<file path="config.mk">
export PLATFORM = sky130hd
export DESIGN_NAME = target_char_mailbox
export DESIGN_NICKNAME = d
export VERILOG_FILES = /design/src/mailbox_pkg.sv /design/src/char_stream_if.sv /design/src/target_char_mailbox.sv /design/src/char_buffer.sv
export SDC_FILE = /design/constraint.sdc
export NUM_CORES = 1
export LEC_CHECK = 0
export ABC_AREA = 1
export ABC_CLOCK_PERIOD_IN_PS = 2300
export BUFFER_PORTS_ARGS = -buffer_cell sky130_fd_sc_hd__buf_4
export CAP_MARGIN = 20
export CORE_MARGIN = 5
export CORE_UTILIZATION = 59
export DETAILED_ROUTE_END_ITERATION = 10
export PLACE_DENSITY = 0.82
export SYNTH_ARGS = -nofsm -noshare
export SYNTH_HDL_FRONTEND = slang
export SYNTH_SLANG_ARGS = --single-unit
</file>
<file path="constraint.sdc">
create_clock -name clk -period 2.3 [get_ports clk]
set_input_delay 0.345 -clock clk [delete_from_list [all_inputs] [get_ports clk]]
set_output_delay 0.345 -clock clk [all_outputs]
set_load 0.03 [all_outputs]
</file>
<file path="src/mailbox_pkg.sv">
// constants shared by the character mailbox and its two-entry buffer
// assumes a single 25 MHz clock and a synchronous active-low reset
package mailbox_pkg;
    // clock rate
    localparam int          CLK_HZ     = 25_000_000;
    // mailbox layout in target memory
    localparam int          ADDR_W     = 20;
    localparam int          CHAR_W     = 7;
    localparam int          FLAG_BIT   = 7;
    localparam logic [19:0] IN_OFS     = 20'h00001;
    // escape character ending the mode, sent twice
    localparam logic [6:0]  ESC_CHAR   = 7'h1B;
    // times in their own units, then as cycle counts
    localparam real         POLL_S     = 0.5;
    localparam int          HALT_US    = 100;
    localparam int          GAP_US     = 100;
    localparam int          POLL_CYC   = int'(POLL_S * CLK_HZ);
    localparam int          HALT_CYC   = HALT_US * (CLK_HZ / 1_000_000);
    localparam int          GAP_CYC    = GAP_US * (CLK_HZ / 1_000_000);
    // buffer depth
    localparam int          BUF_DEPTH  = 2;
    // mailbox sequencer states
    typedef enum logic [2:0] {
        ST_OFF   = 3'h0,
        ST_WAIT  = 3'h1,
        ST_READ  = 3'h2,
        ST_CLEAR = 3'h3,
        ST_HOLD  = 3'h4,
        ST_PUSH  = 3'h5,
        ST_WRIN  = 3'h6,
        ST_GAP   = 3'h7
    } mbox_state_t;
endpackage

</file>
<file path="src/char_stream_if.sv">
// valid/ready carrier for 7-bit characters between the mailbox and its buffer
// assumes both ends run on the same clock
interface char_stream_if;
    import mailbox_pkg::*;
    logic              valid;  // character offered
    logic              ready;  // character may be taken
    logic [CHAR_W-1:0] data;   // 7-bit character
    modport src (output valid, output data, input ready);
    modport snk (input valid, input data, output ready);
endinterface

</file>
<file path="src/target_char_mailbox.sv">
// character mailbox between the controlling port and a program on the target
// assumes a target memory port with a one-cycle ack, and run/break status
// from the emulator on the same clock
// How it works
// - poll outbound byte once per half second
// - every target access halts emulation 100us
// - new character: read, clear, forward it
// - resample soon after collect, else next poll
// - base byte outbound, base+1 inbound
// - low seven bits character, top bit flag
// - inbound written without checking acknowledgement
// - two escapes end mailbox mode
// - transfers only while target runs
// - break stalls; escape exits and reports
module target_char_mailbox
    import mailbox_pkg::*;
#(
    parameter int POLL_CYCLES = POLL_CYC  // half-second poll, shorten for simulation
) (
    // clock and reset
    input  wire logic              clk,
    input  wire logic              rst_b,
    // mode control and emulator status
    input  wire logic              bridge_start,
    input  wire logic [ADDR_W-1:0] bridge_addr,
    input  wire logic              run_mode,
    input  wire logic              break_pending,
    output logic                   mailbox_active,
    output logic                   report_break,
    // characters from the controlling port
    input  wire logic              host_valid,
    input  wire logic [CHAR_W-1:0] host_data,
    output logic                   host_ready,
    // characters to the controlling port
    output logic                   out_valid,
    output logic [CHAR_W-1:0]      out_data,
    input  wire logic              out_ready,
    // target memory access
    output logic                   mem_req,
    output logic                   mem_we,
    output logic [ADDR_W-1:0]      mem_addr,
    output logic [7:0]             mem_wdata,
    input  wire logic              mem_ack,
    input  wire logic [7:0]        mem_rdata,
    output logic                   halt_emul
);
    typedef struct packed {
        mbox_state_t       st;        // sequencer state
        logic [23:0]       tmr;       // poll and gap timer
        logic [11:0]       hcnt;      // cycles spent halted
        logic [ADDR_W-1:0] base;      // outbound byte address
        logic [CHAR_W-1:0] chr;       // collected character
        logic              got;       // a character awaits forwarding
        logic              esc;       // last host character was escape
        logic              req;       // memory request
        logic              we;        // memory write
        logic [ADDR_W-1:0] addr;      // memory address
        logic [7:0]        wdata;     // memory write data
        logic              halt;      // emulation halted
        logic              hrdy;      // host character may be taken
        logic              active;    // mailbox mode on
        logic              report;    // break report pulse
        logic              push;      // character offered to buffer
    } mbox_t;

    mbox_t s;
    mbox_t next_s;

    char_stream_if to_buf ();
    char_stream_if from_buf ();

    // buffer absorbs port stalls; its ready holds the sequencer in ST_PUSH
    char_buffer u_buf (
        .clk   (clk),
        .rst_b (rst_b),
        .inp   (to_buf.snk),
        .outp  (from_buf.src)
    );

    assign to_buf.valid   = s.push;
    assign to_buf.data    = s.chr;
    assign from_buf.ready = out_ready;

    // next-state logic of the sequencer
    always_comb begin
        logic host_take;
        logic go_read;
        host_take = s.hrdy && host_valid;
        go_read   = 1'b0;
        next_s    = s;
        next_s.report = 1'b0;
        // halt length counted over the whole access
        if (s.halt) begin
            next_s.hcnt = s.hcnt + 12'h001;
        end
        case (s.st)
            ST_OFF: begin
                if (bridge_start) begin
                    next_s.base   = bridge_addr;
                    next_s.active = 1'b1;
                    next_s.esc    = 1'b0;
                    next_s.tmr    = '0;
                    next_s.st     = ST_WAIT;
                end
            end
            ST_WAIT: begin
                if (host_take) begin
                    if (host_data == ESC_CHAR && s.esc) begin
                        // second escape leaves the mode, even while the target is stopped
                        next_s.active = 1'b0;
                        next_s.report = break_pending;
                        next_s.st     = ST_OFF;
                    end else begin
                        next_s.esc = (host_data == ESC_CHAR);
                        // target not running: nobody would take it, so drop it
                        if (run_mode) begin
                            // posted at once, no look at the previous one
                            next_s.req   = 1'b1;
                            next_s.we    = 1'b1;
                            next_s.addr  = s.base + IN_OFS;
                            next_s.wdata = {1'b1, host_data};
                            next_s.halt  = 1'b1;
                            next_s.hcnt  = '0;
                            next_s.st    = ST_WRIN;
                        end
                    end
                end else if (run_mode) begin
                    // timer freezes while stopped at a break
                    if (s.tmr >= 24'(POLL_CYCLES - 1)) begin
                        go_read = 1'b1;
                    end else begin
                        next_s.tmr = s.tmr + 24'h000001;
                    end
                end
            end
            ST_READ: begin
                if (mem_ack) begin
                    next_s.req = 1'b0;
                    if (mem_rdata[FLAG_BIT]) begin
                        next_s.chr = mem_rdata[CHAR_W-1:0];
                        next_s.got = 1'b1;
                        next_s.st  = ST_CLEAR;
                    end else begin
                        next_s.st = ST_HOLD;
                    end
                end
            end
            ST_CLEAR: begin
                // clearing frees the byte for the target's next character
                if (!s.req) begin
                    next_s.req   = 1'b1;
                    next_s.we    = 1'b1;
                    next_s.wdata = 8'h00;
                end else if (mem_ack) begin
                    next_s.req = 1'b0;
                    next_s.st  = ST_HOLD;
                end
            end
            ST_WRIN: begin
                if (mem_ack) begin
                    next_s.req = 1'b0;
                    next_s.st  = ST_HOLD;
                end
            end
            ST_HOLD: begin
                if (s.hcnt >= 12'(HALT_CYC - 1)) begin
                    next_s.halt = 1'b0;
                    next_s.st   = s.got ? ST_PUSH : ST_WAIT;
                end
            end
            ST_PUSH: begin
                if (s.push && to_buf.ready) begin
                    next_s.push = 1'b0;
                    next_s.got  = 1'b0;
                    next_s.tmr  = '0;
                    next_s.st   = ST_GAP;
                end else begin
                    next_s.push = 1'b1;
                end
            end
            ST_GAP: begin
                // short window for the target's next character
                if (s.tmr >= 24'(GAP_CYC - 1)) begin
                    // a stopped target restarts the poll interval from zero
                    next_s.tmr = '0;
                    go_read = run_mode;
                    next_s.st = run_mode ? ST_GAP : ST_WAIT;
                end else begin
                    next_s.tmr = s.tmr + 24'h000001;
                end
            end
            default: begin
                next_s = '0;
            end
        endcase
        // one outbound sample, restarting the half-second interval
        if (go_read) begin
            next_s.req  = 1'b1;
            next_s.we   = 1'b0;
            next_s.addr = s.base;
            next_s.halt = 1'b1;
            next_s.hcnt = '0;
            next_s.tmr  = '0;
            next_s.st   = ST_READ;
        end
        next_s.hrdy = (next_s.st == ST_WAIT);
    end

    // state register
    always_ff @(posedge clk) begin
        if (!rst_b) begin
            s <= '0;
        end else begin
            s <= next_s;
        end
    end

    assign mailbox_active = s.active;
    assign report_break   = s.report;
    assign host_ready     = s.hrdy;
    assign out_valid      = from_buf.valid;
    assign out_data       = from_buf.data;
    assign mem_req        = s.req;
    assign mem_we         = s.we;
    assign mem_addr       = s.addr;
    assign mem_wdata      = s.wdata;
    assign halt_emul      = s.halt;

    // no target access without emulation halted
    a_halt_covers_access: assert property (@(posedge clk) disable iff (!rst_b)
        mem_req |-> halt_emul) else $error("target accessed without halt");

    // a halt lasts at least eight cycles
    a_halt_min_length: assert property (@(posedge clk) disable iff (!rst_b)
        $rose(halt_emul) |-> halt_emul [*8]) else $error("halt too short");

    // a flagged outbound byte is cleared next
    a_clear_after_take: assert property (@(posedge clk) disable iff (!rst_b)
        (s.st == ST_READ && mem_ack && mem_rdata[FLAG_BIT])
        |=> ##1 (mem_req && mem_we && mem_wdata == 8'h00 && mem_addr == s.base))
        else $error("outbound byte not cleared");

    // inbound writes carry the new flag at base plus one
    a_inbound_flagged: assert property (@(posedge clk) disable iff (!rst_b)
        (mem_req && mem_we && mem_wdata != 8'h00)
        |-> (mem_wdata[FLAG_BIT] && mem_addr == s.base + IN_OFS))
        else $error("inbound write malformed");

    // reads only ever look at the outbound byte
    a_reads_outbound: assert property (@(posedge clk) disable iff (!rst_b)
        (mem_req && !mem_we) |-> mem_addr == s.base) else $error("read off base");

    // an outbound sample from ST_WAIT starts only after the full poll wait
    a_poll_spacing: assert property (@(posedge clk) disable iff (!rst_b)
        (s.st == ST_WAIT && next_s.st == ST_READ) |-> s.tmr == 24'(POLL_CYCLES - 1))
        else $error("polled too early");

    // no access starts while out of the mode or while the target is stopped in ST_WAIT
    a_quiet_when_idle: assert property (@(posedge clk) disable iff (!rst_b)
        (!mailbox_active || (s.st == ST_WAIT && !run_mode))
        |=> !$rose(mem_req)) else $error("access while idle");

    // two escapes close the mode and report a pending break
    a_escape_exit: assert property (@(posedge clk) disable iff (!rst_b)
        (host_ready && host_valid && host_data == ESC_CHAR && s.esc && s.st == ST_WAIT)
        |=> (!mailbox_active && report_break == $past(break_pending)))
        else $error("escape sequence not honoured");

    // report is a single pulse
    a_report_pulse: assert property (@(posedge clk) disable iff (!rst_b)
        report_break |=> !report_break) else $error("report longer than one cycle");
endmodule

</file>
<file path="src/char_buffer.sv">
// two-entry character buffer between the mailbox and the controlling port
// assumes one clock; ready and valid come straight from flip-flops
module char_buffer
    import mailbox_pkg::*;
(
    // clock and reset
    input wire logic   clk,
    input wire logic   rst_b,
    // filling side
    char_stream_if.snk inp,
    // draining side
    char_stream_if.src outp
);
    typedef struct packed {
        logic [BUF_DEPTH-1:0][CHAR_W-1:0] slot;  // stored characters
        logic                             wr;    // write index
        logic                             rd;    // read index
        logic [1:0]                       cnt;   // entries held
        logic                             rdy;   // room left
        logic                             vld;   // something held
        logic [CHAR_W-1:0]                head;  // oldest character, kept in a flop
    } buf_t;

    buf_t s;
    buf_t next_s;

    // flags are recomputed from the next count so they stay registered
    always_comb begin
        logic push;
        logic pop;
        push   = inp.valid && s.rdy;
        pop    = s.vld && outp.ready;
        next_s = s;
        if (push) begin
            next_s.slot[s.wr] = inp.data;
            next_s.wr         = ~s.wr;
        end
        if (pop) begin
            next_s.rd = ~s.rd;
        end
        next_s.cnt = s.cnt + 2'(push) - 2'(pop);
        next_s.rdy = (next_s.cnt != 2'(BUF_DEPTH));
        next_s.vld = (next_s.cnt != 2'h0);
        // registered copy of the oldest slot, so the port sees no slot mux
        next_s.head = next_s.slot[next_s.rd];
    end

    // state register
    always_ff @(posedge clk) begin
        if (!rst_b) begin
            s     <= '0;
            s.rdy <= 1'b1;
        end else begin
            s <= next_s;
        end
    end

    assign inp.ready  = s.rdy;
    assign outp.valid = s.vld;
    assign outp.data  = s.head;
endmodule

</file>
Word level (Yosys, flattened, before mapping)

Cells that the tools add are included.

Logic and storage cells: 158
Flip-flop bits (word level): 130

$add $sub $neg: 5
Reductions and logical operators: 29
Eq/ne operators: 27
Bitwise gates (word level): 3
Multiplexer cells: 64
Order comparisons: 6

Operators with widths:

| kind                                                   | count |
|---|---|
| two-way mux 24 bit                                     | 4 |
| case mux 24 bit (4 select lines)                       | 1 |
| two-way mux 32 bit                                     | 2 |
| two-way mux 12 bit                                     | 5 |
| two-way mux 27 bit                                     | 2 |
| two-way mux 39 bit                                     | 1 |
| two-way mux 3 bit                                      | 11 |
| two-way mux 31 bit                                     | 1 |
| adder 24 x 1 -> 24 bit (second input constant)         | 1 |
| >= comparator 24 x 12 -> 1 bit (second input constant) | 1 |
| >= comparator 24 bit (second input constant)           | 1 |
| != test 2 bit (second input constant)                  | 12 |
| case mux 3 bit (8 select lines)                        | 1 |
| two-way mux 22 bit                                     | 1 |
| two-way mux 7 bit                                      | 3 |
| adder 20 x 1 -> 20 bit (second input constant)         | 1 |
| two-way mux 20 bit                                     | 1 |
| AND reduction 4 bit                                    | 5 |
| two-way mux 1 bit                                      | 17 |
| case mux 8 bit (2 select lines)                        | 1 |
| two-way mux 15 bit                                     | 1 |
| AND reduction 5 bit                                    | 3 |
| bitwise mux 14 bit                                     | 1 |
| nonzero test 2 bit                                     | 7 |
| 27 further kinds                                       | 50 |

Depth between registers and ports, before layout

Depth in word-level cells: 8
Mapped depth: 15
Mapped depth without buffers: 14

Modules after synthesis

From an unflattened synthesis, not the netlist that was laid out.

Cell total of the unflattened synthesis: 1116
Area total of the unflattened synthesis: 7313.3 um^2

Modules (own cells, without submodules):

| module              | area each (um^2) | sequential area each (um^2) | times used | cells an instance |
|---|---|---|---|---|
| target_char_mailbox | 6084.6           | 2062.0                      | 1          | 963 |
| char_buffer         | 1228.7           | 540.5                       | 1          | 153 |

Worst setup path after synthesis

OpenSTA, ideal clock, no wires.

Path type: register -> register
Start point: reg s (netlist bit halt_emul)
End point: reg s[75] in the netlist's numbering
Library setup time: 114 ps
Setup slack: 517 ps
Data required time: 2186 ps
Arrival: 1669 ps
Buffers on the path: 1
Cell stages (with the launch flop): 11
Clock period less this slack: 1783 ps
Cell sequence: dfxtp_1 > buf_4 > inv_1 > nor2_1 > nand3_1 > nor2_1 > nand2_1 > nor2_1 > nand3_1 > xor2_1 > nor2_1

Word-level cells in the longest chain between the ends: 5

RTL lines:

| what                     | line                       | RTL |
|---|---|---|
| start: declaration       | target_char_mailbox.sv:66  | `mbox_t s;` |
| start signal: assignment | target_char_mailbox.sv:214 | `s <= next_s;` |
| two-way mux 12 bit *     | target_char_mailbox.sv:93  | `if (s.halt) begin` |
| two-way mux 12 bit       | target_char_mailbox.sv:116 | `if (run_mode) begin` |
| two-way mux 12 bit       | target_char_mailbox.sv:108 | `if (host_data == ESC_CHAR && s.esc) begin` |
| two-way mux 12 bit       | target_char_mailbox.sv:107 | `if (host_take) begin` |
| two-way mux 12 bit *     | target_char_mailbox.sv:96  | `case (s.st)` |

Every way passes the cells marked *; elsewhere a longest branch is shown, timed or not.
A chain may end at the register's enable or synchronous reset.

Worst setup path in the final report

Start point: reg s[76] in the netlist's numbering
End point: reg s (netlist bit mem_addr[10])

Word-level cells in the longest chain between the ends: 7

RTL lines:

| what                                                                   | line                       | RTL |
|---|---|---|
| >= comparator 24 bit                                                   | target_char_mailbox.sv:129 | `if (s.tmr >= 24'(POLL_CYCLES - 1)) begin` |
| two-way mux 1 bit                                                      | target_char_mailbox.sv:129 |  |
| two-way mux 1 bit                                                      | target_char_mailbox.sv:127 | `end else if (run_mode) begin` |
| two-way mux 1 bit                                                      | target_char_mailbox.sv:107 |  |
| case mux 1 bit (2 select lines) *                                      | target_char_mailbox.sv:96  |  |
| != test 2 x 1 -> 1 bit (no line) or nonzero test 2 bit (tied branches) | n/a                        |  |
| AND reduction 4 bit (no line)                                          | n/a                        |  |

Marks and branches as above.

==> results.py <==
metrics = {
    "run_status": {
        "status": "finished, final reports clean",
    },
    "floorplan": {
        "ios": 85,
        "die-height_um": 121,
        "rows": 40,
        "coreArea_sq_mm": 0.0121,
        "die_x_um": 121,
        "initial_core_util": 0.602,
        "die_area_sq_mm": 0.0146,
    },
    "synth": {
        "synthCells": 1095,
        "synth.net_count": 1143,
        "yosysSeqAreaShare": 0.358,
        "syn_area_sq_mm": 0.00726,
        "ys_types": 41,
        "ys_ff_latch": 130,
        "synth_top_cell_area_share": 0.358,
        "ys.warnings.count": 0,
        "yosys.area.top_type": "dfxtp_1",
        "avgSynthCellArea_sq_um": 6.63,
        "yosys-top-cells-area": "dfxtp_1, nand2_1, nor2_1",
    },
    "cts": {
        "htree_num_levels": 4,
        "ctsResizeCount": 0,
        "clock_latency_ns": 0.43,
        "numCtsBuffers": 17,
        "cts_hold_buf": 0,
        "cts.clk_slew.worst_paths_ns": 0.06,
        "postCtsSetupBuffers": 0,
        "root_buffer": "clkbuf_16",
        "clk_path_buf_depth": 2,
        "tritoncts": "built",
        "clock-sinks": 130,
    },
    "layout": {
        "final_nets": 1198,
        "nFillCells": 1019,
        "diodes": 0,
        "final_common_cell": "nand2_1",
        "postLayoutCellArea_sq_mm": 0.00836,
        "drive_above_1_share": 0.171,
        "syn_to_final_growth_pct": 15.1,
        "mostFrequentLayoutCells": "nand2_1, nor2_1, dfxtp_1",
        "finish.utilization": 0.693,
    },
    "worst_setup_path": {
        "crit_path_max_fanout": 8,
        "path_class": "register to register",
        "cpMaxStageDelayCell": "dfxtp_1",
        "reg2reg_depth": 11,
        "r2r-start": "s[76]",
        "worstSetupStartpointType": "register",
        "cp-end-kind": "register",
        "reg2reg_slack_ns": 0.25,
        "critical_path_arrival_ns": 2.37,
        "worstSetupStartpoint": "s[76]",
        "path_cells": "ha_2 -> inv_1 -> nand3_1 -> nand3_1 -> nand3_1 -> nand2_4 -> nand3_2 -> nand2_1 -> inv_2 -> nand2_1 -> nand2_1",
        "slowest_delay_ns": 0.35,
        "required_ns": 2.61,
    },
    "pwr": {
        "p_int_mw": 4.29,
        "powerDensity_mw_per_mm2": 703,
        "leakage_nw": 3.69,
        "combPwrFrac": 0.150,
        "p_switching_mw": 1.59,
        "pwr-share-seq": 0.422,
        "swShare": 0.271,
        "ir_worst_vdd_v": 0.000490,
        "p_clk_frac": 0.428,
    },
    "global_route": {
        "grtUsageMet1": 0.320,
        "grt_util_met3": 0.0490,
        "grt_pass1_vias": 6471,
        "track_usage": 0.254,
        "grt_max_degree": 38,
        "grt_overflow": 0,
        "gr-max-usage-layer": "met2",
        "antenna_found_initial": 0,
        "grt_pass1_wl_um": 30100,
        "grt.met2_usage": 0.423,
    },
    "sta": {
        "slew_headroom": 0.502,
        "max_freq_mhz": 487,
        "finalSetupViolCount": 0,
        "setup_tns_ns": 0,
        "whs_ns": 0.189,
        "finalCritPeriodShare": 0.893,
        "tightest_slew_ns": 0.745,
        "timing.final.crit_period_ns": 2.05,
        "rsz0062_at_grt": "no",
        "setup_slack_ns": 0.245,
        "skew_ns": 0.0106,
        "finalHoldViolCount": 0,
        "drv_slew": 0,
    },
    "hold_path": {
        "hold_depth": 3,
        "hp-class": "input port to register",
        "hold_start": "host_data[5]",
    },
    "detailed_routing": {
        "route.vias.total": 6917,
        "routed_wl_um": 17900,
        "avgRoutedWirePerCell_um": 13.4,
        "drtAntennaViolNets": 0,
        "via_per_inst": 5.20,
        "dr.pass1.iters": 5,
        "drtIter0Drc": 502,
        "drc": 0,
    },
    "place": {
        "port_buffers": 84,
        "place_ws_ns": 0.198,
        "placed_area_sq_mm": 0.00781,
        "hpwlAfterDp_um": 13100,
        "gp_congestion": 0.947,
    },
    "flow_run": {
        "cap_viol_max_count": 0,
    },
}
-- Yosys cell counts (all sizes together) --
cell	n
o21ai	55
a2bb2oi	7
inv	108
a211oi	1
nand3	87
nor2	162
buf	54
nor3	7
dfxtp	130
nor4b	1
clkbuf	15
a21boi	1
nor4	1
nand2	328
o21a	1
a21oi	80
or2	3
nand4	12
xor2	26
o211ai	1
ha	5
clkinv	2
a31oi	2
xnor2	6
-- kinds of logic after synthesis --
kind of cell,Yosys count,share of synthesized area
AO/OA/AOI/OAI,148,0.118
flip-flops,130,0.358
AND/OR/NAND/NOR,601,0.357
adder cells (fa/ha/maj),5,0.00862
XOR/XNOR,32,0.0386
buffers and inverters,179,0.120
-- registers in the layout, indices dropped and copies added, names as in the netlist --
signal,cells
mem_wdata,8
halt_emul,1
u_buf.outp.valid,1
report_break,1
s,61
mem_addr,20
host_ready,1
u_buf.s,18
u_buf.inp.ready,1
to_buf.data,7
to_buf.valid,1
mem_we,1
u_buf.outp.data,7
mem_req,1
mailbox_active,1
-- power groups by stage --
stage	Combinational (mW)	Clock (mW)	Sequential (mW)
floorplan	0.626	0	2.53
global placement	0.859	0	2.52
detailed placement	0.874	0	2.52
CTS	0.879	2.55	2.48
global route	0.967	2.63	2.50
finish	0.881	2.52	2.48
-- path summary, 6_finish.rpt --
| check | to |
|---|---|
| worst min-delay path | mem_wdata[5] |
| worst max register to register | mem_addr[10] |
| worst min register to register | mem_wdata[1] |
| worst max-delay path | mem_addr[10] |
-- final cells by class --
| cell class | count | area [sq um] | share of cell area |
|---|---|---|---|
| inverters | 110 | 420 | 0.0503 |
| repair buffers | 105 | 788 | 0.0943 |
| well taps | 168 | 210 | 0.0251 |
| multi-input cells | 786 | 3790 | 0.453 |
| clock buffers | 25 | 495 | 0.0593 |
| flip-flops and latches | 130 | 2600 | 0.311 |
| clock inverters | 5 | 52.6 | 0.00629 |
-- critical path, delay by kind of cell, from the launching register on --
kind                     cells  cell delay (ns)
flip-flops                   1             0.35
buffers and inverters        2             0.20
AND/OR/NAND/NOR              8             1.15
adder cells (fa/ha/maj)      1             0.25
-- layer usage --
| layer | share of wire | up-vias |
|---|---|---|
| met2 | 0.48 | 215 |
| li1 | - | 3546 |
| met4 | 0.028 | 0 |
| met5 | 0 | - |
| met1 | 0.44 | 3117 |
| met3 | 0.057 | 39 |
-- through the flow --
step | power (mW) | cells
2_1_floorplan | 3.16 | 1095
3_3_place_gp | 3.38 | 1299
3_5_place_dp | 3.40 | 1299
4_1_cts | 5.90 | 1329
5_1_grt | 6.10 | 1329
6_report | 5.88 | 1329
Power figures use the tool's default switching activity.
